<file path="src/design/krlts_pkg.sv">
package krlts_pkg;
  // Word indices; byte address is four times the index
  localparam logic [11:0] KRLTS_IDX_PARTNER   = 12'h4D4;
  localparam logic [11:0] KRLTS_IDX_TRAINED   = 12'h4D5;
  localparam logic [11:0] KRLTS_IDX_OVERRIDE  = 12'h4D6;
  localparam logic [11:0] KRLTS_IDX_RSV_LAST  = 12'h4FF;

  // Partner status word fields
  localparam int KRLTS_PCS_LSB       = 24;
  localparam int KRLTS_PRX_BIT       = 30;
  // Trained settings word fields
  localparam int KRLTS_SWING_LSB     = 0;
  localparam int KRLTS_POST_LSB      = 8;
  localparam int KRLTS_PRE_LSB       = 16;
  localparam int KRLTS_RC_LSB        = 24;
  localparam int KRLTS_LMODE_LSB     = 28;
  localparam int KRLTS_FMODE_LSB     = 30;
  // Override word fields
  localparam int KRLTS_MAXV_LSB      = 0;
  localparam int KRLTS_MAXE_BIT      = 5;
  localparam int KRLTS_MINV_LSB      = 8;
  localparam int KRLTS_MINE_BIT      = 13;
  localparam int KRLTS_POSTV_LSB     = 16;
  localparam int KRLTS_POSTE_BIT     = 22;
  localparam int KRLTS_PREV_LSB      = 24;
  localparam int KRLTS_PREE_BIT      = 29;
  localparam logic [31:0] KRLTS_OVR_MASK  = 32'h3F7F3F3F;
  localparam logic [31:0] KRLTS_OVR_RESET = 32'h00000000;

  // Coefficient status encoding
  localparam logic [1:0] KRLTS_CS_NOT_UPDATED = 2'h0;
  localparam logic [1:0] KRLTS_CS_MINIMUM     = 2'h1;
  localparam logic [1:0] KRLTS_CS_UPDATED     = 2'h2;
  localparam logic [1:0] KRLTS_CS_MAXIMUM     = 2'h3;

  typedef struct packed {
    logic [1:0] plus_one;
    logic [1:0] zero;
    logic [1:0] minus_one;
  } krlts_coeff_report_t;

  typedef struct packed {
    logic [4:0] swing;
    logic [5:0] post;
    logic [4:0] pre;
  } krlts_tx_taps_t;

  typedef struct packed {
    logic [3:0] rc;
    logic [1:0] lin_mode;
    logic [1:0] fb_mode;
  } krlts_rx_eq_t;

  typedef struct packed {
    logic [4:0] max_swing;
    logic [4:0] min_swing;
    logic [4:0] preset_main;
    logic [5:0] post_limit;
    logic [4:0] pre_limit;
  } krlts_limits_t;
endpackage

</file>
<file path="src/design/krlts_regs.sv">
// Operation
// - Partner status word bits 29:24 show the last frame's second word, read-only.
// - Field holds plus-one status in 5:4, zero in 3:2, minus-one in 1:0.
// - Status codes: 11 maximum, 01 minimum, 10 updated, 00 not updated.
// - Bit 30 reads 1 when partner receiver finished training, else 0.
// - Settings word bits 4:0 hold the latest trained transmit swing.
// - Settings word bits 13:8 hold the latest trained post-cursor tap.
// - Settings word bits 20:16 hold the latest trained pre-cursor tap.
// - Settings word bits 27:24 capture the last linear equaliser RC value sent.
// - Settings word bits 29:28 capture the last linear equaliser mode sent.
// - Settings word bits 31:30 capture the last feedback equaliser mode sent.
// - Override bit 5 set replaces maximum swing rule with bits 4:0.
// - Enabled maximum swing override also replaces the preset main tap.
// - Override bit 13 set replaces minimum swing rule with bits 12:8.
// - Override bit 22 set replaces post-cursor limit with bits 21:16.
// - Override bit 29 set replaces pre-cursor limit with bits 28:24.
// - Words after the override word up to 0x4FF are reserved and unused.
//
// Our own choice: the APB slave port.
`timescale 1ns/100ps
module krlts_regs
  import krlts_pkg::*;
#(
  parameter logic [4:0] MAX_SWING_RULE   = 5'h1F,
  parameter logic [4:0] MIN_SWING_RULE   = 5'h00,
  parameter logic [4:0] PRESET_MAIN_TAP  = 5'h1F,
  parameter logic [5:0] POST_CURSOR_RULE = 6'h3F,
  parameter logic [4:0] PRE_CURSOR_RULE  = 5'h1F
) (
  input  wire logic                clock,          // 25 MHz clock
  input  wire logic                rst_n,          // Async reset, active low
  input  wire logic                psel,           // APB select
  input  wire logic                penable,        // APB access phase
  input  wire logic                pwrite,         // APB write
  input  wire logic [13:0]         paddr,          // APB byte address
  input  wire logic [31:0]         pwdata,         // APB write data
  input  wire logic [3:0]          pstrb,          // APB byte strobes
  output logic                     pready,         // APB ready
  output logic [31:0]              prdata,         // APB read data
  output logic                     pslverr,        // APB error
  input  wire krlts_coeff_report_t partner_coeff_report, // From received frame
  input  wire logic                partner_rx_trained,   // Partner receiver ready
  input  wire logic                frame_valid,    // New partner status this cycle
  input  wire krlts_tx_taps_t      trained_taps,   // Trained transmit settings
  input  wire logic                taps_valid,     // Trained settings update strobe
  input  wire krlts_rx_eq_t        rx_eq_sent,     // Equaliser values to reconfig
  input  wire logic                rx_eq_valid,    // Equaliser send strobe
  output krlts_limits_t            limits          // Effective transmit limits
);

  krlts_coeff_report_t pcs_r, pcs_nxt;
  logic                prx_r, prx_nxt;
  krlts_tx_taps_t      taps_r, taps_nxt;
  krlts_rx_eq_t        eq_r, eq_nxt;
  logic [31:0]         ovr_r, ovr_nxt;
  logic [31:0]         rdata_r, rdata_nxt;
  krlts_limits_t       lim_r, lim_nxt;

  logic [11:0] word_idx;
  logic        access;
  logic [31:0] strb_mask;

  function automatic logic [31:0] strb_expand(input logic [3:0] s);
    strb_expand = {{8{s[3]}}, {8{s[2]}}, {8{s[1]}}, {8{s[0]}}};
  endfunction

  // Lanes outside the mask keep their old contents
  function automatic logic [31:0] merge_word(input logic [31:0] old_word,
                                             input logic [31:0] new_word,
                                             input logic [31:0] mask);
    merge_word = (old_word & ~mask) | (new_word & mask);
  endfunction

  // Enabled override replaces the built-in value
  function automatic logic [4:0] pick5(input logic       on,
                                       input logic [4:0] ovr_val,
                                       input logic [4:0] rule_val);
    if (on) begin
      pick5 = ovr_val;
    end else begin
      pick5 = rule_val;
    end
  endfunction

  function automatic logic [5:0] pick6(input logic       on,
                                       input logic [5:0] ovr_val,
                                       input logic [5:0] rule_val);
    if (on) begin
      pick6 = ovr_val;
    end else begin
      pick6 = rule_val;
    end
  endfunction

  // One place assembles every readable word
  function automatic logic [31:0] read_word(input logic [11:0]         idx,
                                            input krlts_coeff_report_t pcs,
                                            input logic                prx,
                                            input krlts_tx_taps_t      taps,
                                            input krlts_rx_eq_t        eq,
                                            input logic [31:0]         ovr);
    logic [31:0] w;
    w = 32'h00000000;
    case (idx)
      KRLTS_IDX_PARTNER: begin
        w[KRLTS_PCS_LSB +: 6] = pcs;
        w[KRLTS_PRX_BIT] = prx;
      end
      KRLTS_IDX_TRAINED: begin
        w[KRLTS_SWING_LSB +: 5] = taps.swing;
        w[KRLTS_POST_LSB +: 6] = taps.post;
        w[KRLTS_PRE_LSB +: 5] = taps.pre;
        w[KRLTS_RC_LSB +: 4] = eq.rc;
        w[KRLTS_LMODE_LSB +: 2] = eq.lin_mode;
        w[KRLTS_FMODE_LSB +: 2] = eq.fb_mode;
      end
      KRLTS_IDX_OVERRIDE: begin
        w = ovr & KRLTS_OVR_MASK;
      end
      default: begin
        w = 32'h00000000;
      end
    endcase
    read_word = w;
  endfunction

  assign word_idx  = paddr[13:2];
  assign access    = psel && penable;
  assign strb_mask = strb_expand(pstrb);
  // Zero wait states keep the master simple
  assign pready    = 1'b1;
  assign prdata    = rdata_r;
  // Reserved and foreign words read zero, so no error answer exists
  assign pslverr   = 1'b0;
  assign limits    = lim_r;

  // Partner status group
  always_comb begin
    pcs_nxt = pcs_r;
    prx_nxt = prx_r;
    if (frame_valid) begin
      pcs_nxt = partner_coeff_report;
      prx_nxt = partner_rx_trained;
    end
  end

  always_ff @(posedge clock or negedge rst_n) begin
    if (!rst_n) begin
      pcs_r <= '0;
      prx_r <= 1'b0;
    end else begin
      pcs_r <= pcs_nxt;
      prx_r <= prx_nxt;
    end
  end

  // Trained transmit settings group
  always_comb begin
    taps_nxt = taps_r;
    if (taps_valid) begin
      taps_nxt = trained_taps;
    end
  end

  always_ff @(posedge clock or negedge rst_n) begin
    if (!rst_n) begin
      taps_r <= '0;
    end else begin
      taps_r <= taps_nxt;
    end
  end

  // Receive equaliser group
  always_comb begin
    eq_nxt = eq_r;
    if (rx_eq_valid) begin
      eq_nxt = rx_eq_sent;
    end
  end

  always_ff @(posedge clock or negedge rst_n) begin
    if (!rst_n) begin
      eq_r <= '0;
    end else begin
      eq_r <= eq_nxt;
    end
  end

  // Override group; status words ignore writes
  always_comb begin
    ovr_nxt = ovr_r;
    if (access && pwrite && word_idx == KRLTS_IDX_OVERRIDE) begin
      ovr_nxt = merge_word(ovr_r, pwdata, strb_mask) & KRLTS_OVR_MASK;
    end
  end

  always_ff @(posedge clock or negedge rst_n) begin
    if (!rst_n) begin
      ovr_r <= KRLTS_OVR_RESET;
    end else begin
      ovr_r <= ovr_nxt;
    end
  end

  // Setup cycle prepares read data so it is a flop by the access edge
  always_comb begin
    rdata_nxt = rdata_r;
    if (psel && !penable && !pwrite) begin
      rdata_nxt = read_word(word_idx, pcs_r, prx_r, taps_r, eq_r, ovr_r);
    end
  end

  always_ff @(posedge clock or negedge rst_n) begin
    if (!rst_n) begin
      rdata_r <= 32'h00000000;
    end else begin
      rdata_r <= rdata_nxt;
    end
  end

  // Limits lag the override word by one cycle
  always_comb begin
    lim_nxt.max_swing   = pick5(ovr_r[KRLTS_MAXE_BIT], ovr_r[KRLTS_MAXV_LSB +: 5], MAX_SWING_RULE);
    lim_nxt.preset_main = pick5(ovr_r[KRLTS_MAXE_BIT], ovr_r[KRLTS_MAXV_LSB +: 5], PRESET_MAIN_TAP);
    lim_nxt.min_swing   = pick5(ovr_r[KRLTS_MINE_BIT], ovr_r[KRLTS_MINV_LSB +: 5], MIN_SWING_RULE);
    lim_nxt.post_limit  = pick6(ovr_r[KRLTS_POSTE_BIT], ovr_r[KRLTS_POSTV_LSB +: 6], POST_CURSOR_RULE);
    lim_nxt.pre_limit   = pick5(ovr_r[KRLTS_PREE_BIT], ovr_r[KRLTS_PREV_LSB +: 5], PRE_CURSOR_RULE);
  end

  always_ff @(posedge clock or negedge rst_n) begin
    if (!rst_n) begin
      lim_r <= '0;
    end else begin
      lim_r <= lim_nxt;
    end
  end

endmodule // krlts_regs

</file>
<file path="config.mk">
export PLATFORM = sky130hd
export DESIGN_NAME = krlts_regs
export DESIGN_NICKNAME = d
export VERILOG_FILES = /design/src/design/krlts_pkg.sv /design/src/design/krlts_regs.sv
export SDC_FILE = /design/constraint.sdc
export NUM_CORES = 1
export LEC_CHECK = 0
export BUFFER_PORTS_ARGS = -buffer_cell sky130_fd_sc_hd__buf_2
export CORE_ASPECT_RATIO = 1.1
export CORE_UTILIZATION = 53
export CTS_CLUSTER_DIAMETER = 200
export DETAILED_ROUTE_END_ITERATION = 16
export PLACE_DENSITY = 0.86
export RECOVER_POWER = 50
export SLEW_MARGIN = 20
export SYNTH_ARGS = -nofsm -noshare
export SYNTH_HDL_FRONTEND = slang
export SYNTH_SLANG_ARGS = --single-unit
export TNS_END_PERCENT = 30
</file>
<file path="constraint.sdc">
create_clock -name clock -period 2.5 [get_ports clock]
set_clock_uncertainty 0.2 [all_clocks]
set_input_delay 0.375 -clock clock [delete_from_list [all_inputs] [get_ports clock]]
set_output_delay 0.375 -clock clock [all_outputs]
set_load 0.02 [all_outputs]
</file>
## Yosys cells after proc, flatten, opt, wreduce, memory -nomap -nowiden

Cells that the tools add are included.

| word-level totals | value |
|---|---|
| input bits | 89 |
| output and inout port bits | 60 |
| bits in registers | 107 |
| logic and storage cells | 41 |

| operators by class | value |
|---|---|
| reductions and logical operators | 7 |
| bitwise operators | 4 |
| mux-type cells | 11 |
| equality and inequality tests | 3 |

Operators by type and width:

| cell | number |
|---|---|
| AND 30 bit | 2 |
| equality test 12 x 11 -> 1 bit, second input constant | 3 |
| NOT 30 bit | 1 |
| OR 30 bit | 1 |
| one-hot mux 7 bit (3 select lines) | 1 |
| one-hot mux 5 bit (2 select lines) | 2 |
| two-way mux 5 bit | 3 |
| one-hot mux 6 bit (2 select lines) | 1 |
| two-way mux 6 bit | 1 |
| logical AND 1 bit | 5 |
| zero test 1 bit | 2 |
| two-way mux 1 bit | 2 |
| two-way mux 2 bit | 1 |

## Logic depth before layout (Yosys ltp)

Gate-level depths: netlist (run 1).

| logic depth | value |
|---|---|
| word-level depth | 3 |
| gate-level depth with buffers | 6 |
| gate-level depth less buffers | 4 |

## Worst setup path before layout (run 1)

OpenSTA, ideal clock, no wires.

| path | value |
|---|---|
| path kind | in2reg |
| start point | in paddr[11] |
| end point | reg rdata_r[10] (netlist: prdata[10]) |
| library setup time | 0.064 ns |
| setup slack | 0.071 ns |
| arrival time | 2.165 ns |
| path buffers | 2 |
| cell stages on the path | 6 |
| path through | or4b_1 buf_2 or4_4 nor3b_4 buf_6 a21o_1 |

| on the way | value |
|---|---|
| cells in the longest elaborated chain, start to end | 2 |
| elaborated cells on any way between the ends | 3 |
| classes of those cells | eq/ne (2); mux (1) |

Ends and longest elaborated chain:

| what | RTL line | RTL |
|---|---|---|
| start, declared | krlts_regs.sv:35 | `input wire logic [13:0] paddr,` |
| equality test 12 x 11 -> 1 bit | krlts_regs.sv:104 | `case (idx)` |
| one-hot mux 6 bit (2 select lines) (*) | krlts_regs.sv:104 |  |
| end signal, assigned | krlts_regs.sv:217 | `rdata_r <= rdata_nxt;` |
| end, declared | krlts_regs.sv:56 | `logic [31:0] rdata_r, rdata_nxt;` |

Mark *: on every way between the ends. The rest lies on a longest branch, timed or not.
A chain may end at the register's enable or synchronous reset.

## Worst setup path in the final report (run 1)

| path | value |
|---|---|
| start point | in paddr[11] |
| end point | reg rdata_r[21] (netlist: prdata[21]) |

| on the way | value |
|---|---|
| cells in the longest elaborated chain, start to end | 2 |

Ends and longest elaborated chain:

| what | RTL line |
|---|---|
| equality test 12 x 11 -> 1 bit | krlts_regs.sv:104 |
| two-way mux 2 bit | krlts_regs.sv:104 |

No other way between the ends.

==> flow_metrics.py, run 1 <==
metrics = {
    "outcome": {
        "status": "finished clean",
    },
    "floorplanning": {
        "dieWidth_um": 86.6,
        "fp-row-count": 33,
        "die_h_um": 95.0,
        "start_util_pct": 55.2,
        "ios": 149,
        "die_area_mm2": 0.00823,
        "coreArea_mm2": 0.00756,
    },
    "final_layout": {
        "fillers": 556,
        "drive_above_1_share_pct": 51.6,
        "antenna_cells": 0,
        "nets": 516,
        "postLayoutCoreUtil_pct": 69.1,
        "syn_to_final_growth_pct": 25.2,
        "final_common_cell": "buf_2",
        "mostFrequentLayoutCells": "buf_2 (126), dfrtp_1 (104), mux2_2 (56), a22o_1 (20)",
        "final_area_mm2": 0.00522,
    },
    "clocking": {
        "path_clk_slew_ns": 0.11,
        "h-tree-depth": 3,
        "cts_tree": "built",
        "clock-root-buffer": "clkbuf_8",
        "clkLatencyLatePin_ns": 0.37,
        "numCtsBuffers": 9,
        "cts.repair.resized": 0,
        "clockBufferDepth": 2,
        "clock-sinks": 104,
    },
    "worst_hold_path": {
        "hold_path_depth": 2,
        "hp-class": "in -> reg",
        "min_to": "eq_r[4]",
        "hp-start": "rx_eq_sent[4]",
    },
    "timing": {
        "rsz0062_at_grt": "false",
        "totalNegativeSetupSlack_ns": 0,
        "final-setup-viol-count": 0,
        "finalCritPeriodShare_pct": 84.3,
        "drv_slew": 0,
        "fmax_mhz": 474,
        "hold_viol": 0,
        "worstMarginPinSlew_ns": 1.10,
        "finalCriticalPeriod_ns": 2.11,
        "relSlewSlack_pct": 26.8,
    },
    "synthesis": {
        "synth_warnings": 0,
        "ys_ff_latch": 104,
        "yosysSeqAreaShare_pct": 62.4,
        "syn-instance-count": 286,
        "synthesis.area_mm2": 0.00417,
        "ys_async_sr_fraction_pct": 100,
        "avgSynthCellArea_um2": 14.6,
        "synth_cell_type_count": 28,
        "synth_ff_type": "dfrtp_1",
        "synth_edf_count": 0,
    },
    "setup_path": {
        "worstPathCellList": "buf_2 > or4b_1 > or4_4 > nor3b_1 > buf_4 > a22o_1",
        "startpoint": "paddr[11]",
        "cp_top_family": "simple AND/OR/NAND/NOR gates",
        "slowest_delay_ns": 0.56,
        "cp_data_arrival_time_ns": 2.22,
        "crit_required_ns": 2.61,
        "r2r_end": "prdata[29]",
        "worstSetupPathDepth": 6,
        "crit_path_top_delay_cell": "or4b_1",
        "rrSetupSlack_ns": 1.24,
        "path_buf_inv": 2,
        "crit_type": "in -> reg",
        "path_max_fanout": 4,
        "critPathLaunchType": "primary input",
        "r2r_cells": 2,
        "end_kind": "flip-flop",
    },
    "placement": {
        "finalWeightedCongestion": 0.918,
        "io_buffers": 132,
        "dp_hpwl_mm": 6.44,
        "placement.cell_area_mm2": 0.00500,
    },
    "drt": {
        "dr.first_iter.drc_count": 161,
        "routedWlPerCell_um": 16.1,
        "viasPerCell": 5.34,
        "vias": 2869,
        "drc": 0,
        "first_pass_iters": 4,
        "routed_wl_mm": 8.62,
        "final_antenna_net_count": 0,
    },
    "global_route": {
        "antenna_found_initial": 0,
        "grtUsageTotal_pct": 22.9,
        "grt-ovfl-total": 0,
        "grt_max_degree": 46,
        "grt_pass1_vias": 2925,
        "grt_pass1_wl_mm": 14.0,
    },
    "pwr": {
        "p_total_uw": 3090,
        "total_leakage_power_uw": 0.00265,
        "power_density_mw_per_mm2": 592,
        "max-vdd-ir-drop_uv": 390,
    },
    "run": {
        "timing.max_cap.violations": 0,
    },
}
routing by layer:
metal,vias up,global-route usage [%],share of wire (%)
met5,-,0,0
met4,0,11.4,1.7
met3,12,4.50,5.8
met2,127,38.8,50
met1,1417,28.3,42
li1,1313,-,-
synth_stat cells, types with 2 or more instances:
library cell | number | area, µm²
mux2_2 | 56 | 631
dfrtp_1 | 104 | 2600
nor2b_1 | 2 | 12.5
nor4_2 | 5 | 62.6
nand4b_1 | 5 | 43.8
a22o_1 | 20 | 175
o21ai_0 | 6 | 30.0
and2_1 | 5 | 31.3
conb_1 | 2 | 7.51
clkbuf_1 | 9 | 33.8
a21o_1 | 17 | 128
a22oi_1 | 12 | 90.1
nand2b_1 | 17 | 106
buf_4 | 12 | 90.1
power by group:
group / internal [µW] / leakage (µW) / switching, µW / total (µW)
Sequential: 1730 / 0.00130 / 28.7 / 1760
Combinational: 105 / 0.00124 / 107 / 212
Clock: 498 / 0.000113 / 621 / 1120
Total: 2330 / 0.00265 / 757 / 3090
worst max path at each step:
stage	endpoint	slack, ns
after floorplan	prdata[10]	0.07
after global placement	prdata[5]	0.07
after detailed placement	prdata[22]	0.07
after CTS	prdata[21]	0.39
after global routing	pcs_r[2]	0.32
final	prdata[21]	0.39
cell families (layout without fill, tap and decap cells):
family                 count (synthesis)  in the layout  share of synthesized area [%]
buffers and inverters                 23            164                           3.36
multiplexers                          57             57                           15.4
other                                  2              7                          0.180
AO/OA/AOI/OAI                         56             56                           10.3
flip-flops                           104            104                           62.4
AND/OR/NAND/NOR                       44             44                           8.37
repair_timing:
| item | 4_1_cts | 5_1_grt |
|---|---|---|
| setup buffers | 0 | 0 |
| endpoints found under the hold margin | 42 | 0 |
| setup endpoints to repair | 0 | 0 |
| hold buffers | 1 | 0 |
layout make-up:
class / count / area, µm² / share of cell area (%)
sequential: 104 / 2600 / 49.8
multi-input combinational: 164 / 1460 / 27.9
tap: 105 / 131 / 2.52
clock buffer: 9 / 124 / 2.37
clock inverter: 7 / 97.6 / 1.87
timing repair buffer: 148 / 812 / 15.5
stage by stage:
step / hold slack, ns / cells / setup WS [ns]
finish: 0.0242 / 537 / 0.392
global route: 0.0124 / 537 / 0.315
CTS: 0.00572 / 537 / 0.393
detailed placement: 0.196 / 520 / 0.0716
global placement: 0.193 / 520 / 0.0744
floorplan: -0.121 / 291 / 0.0708
(Power assumes the default switching activity.)
==> run 2, diff against run 1 <==
--- a/config.mk
+++ b/config.mk
@@ -7,10 +7,10 @@
 export LEC_CHECK = 0
 export BUFFER_PORTS_ARGS = -buffer_cell sky130_fd_sc_hd__buf_2
 export CORE_ASPECT_RATIO = 1.1
-export CORE_UTILIZATION = 53
+export CORE_UTILIZATION = 49
 export CTS_CLUSTER_DIAMETER = 200
 export DETAILED_ROUTE_END_ITERATION = 16
-export PLACE_DENSITY = 0.86
+export PLACE_DENSITY = 0.81
 export RECOVER_POWER = 50
 export SLEW_MARGIN = 20
 export SYNTH_ARGS = -nofsm -noshare
==> constraint.sdc (replaced) <==
create_clock -name clock -period 2.1 [get_ports clock]
set_clock_uncertainty 0.2 [all_clocks]
set_input_delay 0.315 -clock clock [delete_from_list [all_inputs] [get_ports clock]]
set_output_delay 0.315 -clock clock [all_outputs]
set_load 0.02 [all_outputs]
==> run 2 against run 1 <==
Against the previous run: first-iteration DRC count is 36% lower; non-clock buffer count increased by 59; critical endpoint is now prdata[8]; design area grew 11%; largest power group unchanged.
==> flow_metrics.py, run 2 (synthesis results as in run 1) <==
metrics = {
    "setup_path": {
        "path_max_fanout": 17,
        "end_kind": "flip-flop",
        "cp_data_arrival_time_ns": 2.05,
        "crit_type": "in -> reg",
        "critPathLaunchType": "primary input",
        "crit_required_ns": 2.19,
    },
    "placement": {
        "io_buffers": 132,
        "finalWeightedCongestion": 0.768,
        "dp_hpwl_mm": 6.88,
        "dp_cells": 526,
    },
    "clocking": {
        "numCtsBuffers": 9,
        "clock-root-buffer": "clkbuf_8",
        "clock-sinks": 104,
        "clkLatencyLatePin_ns": 0.36,
        "cts_tree": "built",
        "path_clk_slew_ns": 0.10,
        "h-tree-depth": 3,
        "clockBufferDepth": 2,
    },
    "drt": {
        "dr.first_iter.drc_count": 103,
        "viasPerCell": 5.27,
        "routedWlPerCell_um": 17.7,
        "first_pass_iters": 4,
        "drc": 0,
        "vias": 3158,
        "final_antenna_net_count": 0,
        "routed_wl_mm": 10.6,
    },
    "worst_hold_path": {
        "hp-class": "in -> reg",
    },
    "final_layout": {
        "drive_above_1_share_pct": 46.4,
        "final_common_cell": "buf_2",
        "antenna_cells": 0,
        "syn_to_final_growth_pct": 39.4,
        "mostFrequentLayoutCells": "buf_2 (126), dfrtp_1 (104), dlygate4sd3_1 (57), mux2_2 (56), a22o_1 (20)",
        "fin_cells": 599,
        "nets": 575,
        "postLayoutCoreUtil_pct": 71.9,
    },
    "pwr": {
        "p_total_uw": 3820,
        "power_density_mw_per_mm2": 658,
        "max-vdd-ir-drop_uv": 434,
        "total_leakage_power_uw": 0.00289,
    },
    "global_route": {
        "antenna_found_initial": 0,
        "grt_pass1_vias": 3392,
        "grt_pass1_wl_mm": 16.8,
        "grt-ovfl-total": 0,
        "grtUsageTotal_pct": 24.8,
        "grt_max_degree": 59,
    },
    "timing": {
        "relSlewSlack_pct": 56.3,
        "worstMarginPinSlew_ns": 0.655,
        "hold_viol": 0,
        "final-setup-viol-count": 0,
        "holdWs_ns": 0.123,
        "finalCritPeriodShare_pct": 93.2,
        "totalNegativeSetupSlack_ns": 0,
        "rsz0062_at_grt": "false",
        "finalCriticalPeriod_ns": 1.96,
        "drv_slew": 0,
        "fmax_mhz": 511,
    },
    "outcome": {
        "status": "finished clean",
    },
    "run": {
        "timing.max_cap.violations": 0,
    },
    "floorplanning": {
        "start_util_pct": 51.6,
        "fp-row-count": 34,
        "ios": 149,
        "dieWidth_um": 90.0,
        "die_area_mm2": 0.00888,
        "coreArea_mm2": 0.00808,
        "die_h_um": 98.8,
    },
}
## run 2: changes by cell type in the layout (fill, tap and decap cells not counted), moves of 2 or more
| cell | before | now |
|---|---|---|
| buf_4 | 11 | 14 |
| clkinvlp_4 | 0 | 2 |
| dlygate4sd3_1 | 1 | 57 |
| inv_8 | 3 | 1 |
## run 2: power by group
group / switching [µW] / leakage (µW) / internal (µW) / total (µW)
Clock: 672 / 0.000110 / 710 / 1380
Combinational: 150 / 0.00148 / 194 / 344
Sequential: 36.9 / 0.00130 / 2060 / 2100
Total: 859 / 0.00289 / 2970 / 3820
## run 2: worst max-delay path, stage by stage
cell     delay (ns)
buf_2          0.10
or3b_2         0.49
or4_4          0.59
nor3b_4        0.23
buf_12         0.18
a21o_1         0.13
## run 2: timing repair
action / 4_1_cts / 5_1_grt
gates resized for setup: 0 / 0
hold endpoints to repair: 80 / 2
setup buffers: 0 / 0
hold buffers: 55 / 2
## run 2: final timing paths
path / cells after the start / slack (ns) / start / endpoint
max in group asynchronous: 3 / 0.43 / rst_n / taps_r[2]
min reg2reg: 1 / 0.28 / taps_r[1] / prdata[17]
min: 2 / 0.12 / frame_valid / pcs_r[3]
max: 6 / 0.14 / pwrite / prdata[8]
min in group asynchronous: 2 / 0.31 / rst_n / prdata[16]
max reg2reg: 1 / 0.95 / flip-flop / flip-flop
## run 2: cell type report
| type | count | area, µm² |
|---|---|---|
| Sequential cell | 104 | 2600 |
| Fill cell | 561 | 2270 |
| Multi-Input combinational cell | 164 | 1460 |
| Timing Repair Buffer | 207 | 1390 |
| Clock buffer | 10 | 138 |
| Tap cell | 108 | 135 |
| Clock inverter | 6 | 91.3 |
## run 2: per-stage QoR
stage	setup slack (ns)	cell area (µm²)
finish	0.143	5810
CTS	0.163	5810
detailed placement	-0.219	5030
global placement	-0.199	5030
global route	0.132	5810
floorplan	-0.168	4200
## run 2: metal layers
| layer | wire length (µm) | vias up | GRT usage (%) |
|---|---|---|---|
| li1 | - | 1419 | - |
| met1 | 4110 | 1596 | 29.0 |
| met2 | 5720 | 129 | 46.0 |
| met3 | 617 | 14 | 6.17 |
| met4 | 151 | 0 | 6.08 |
| met5 | 0 | - | 0 |
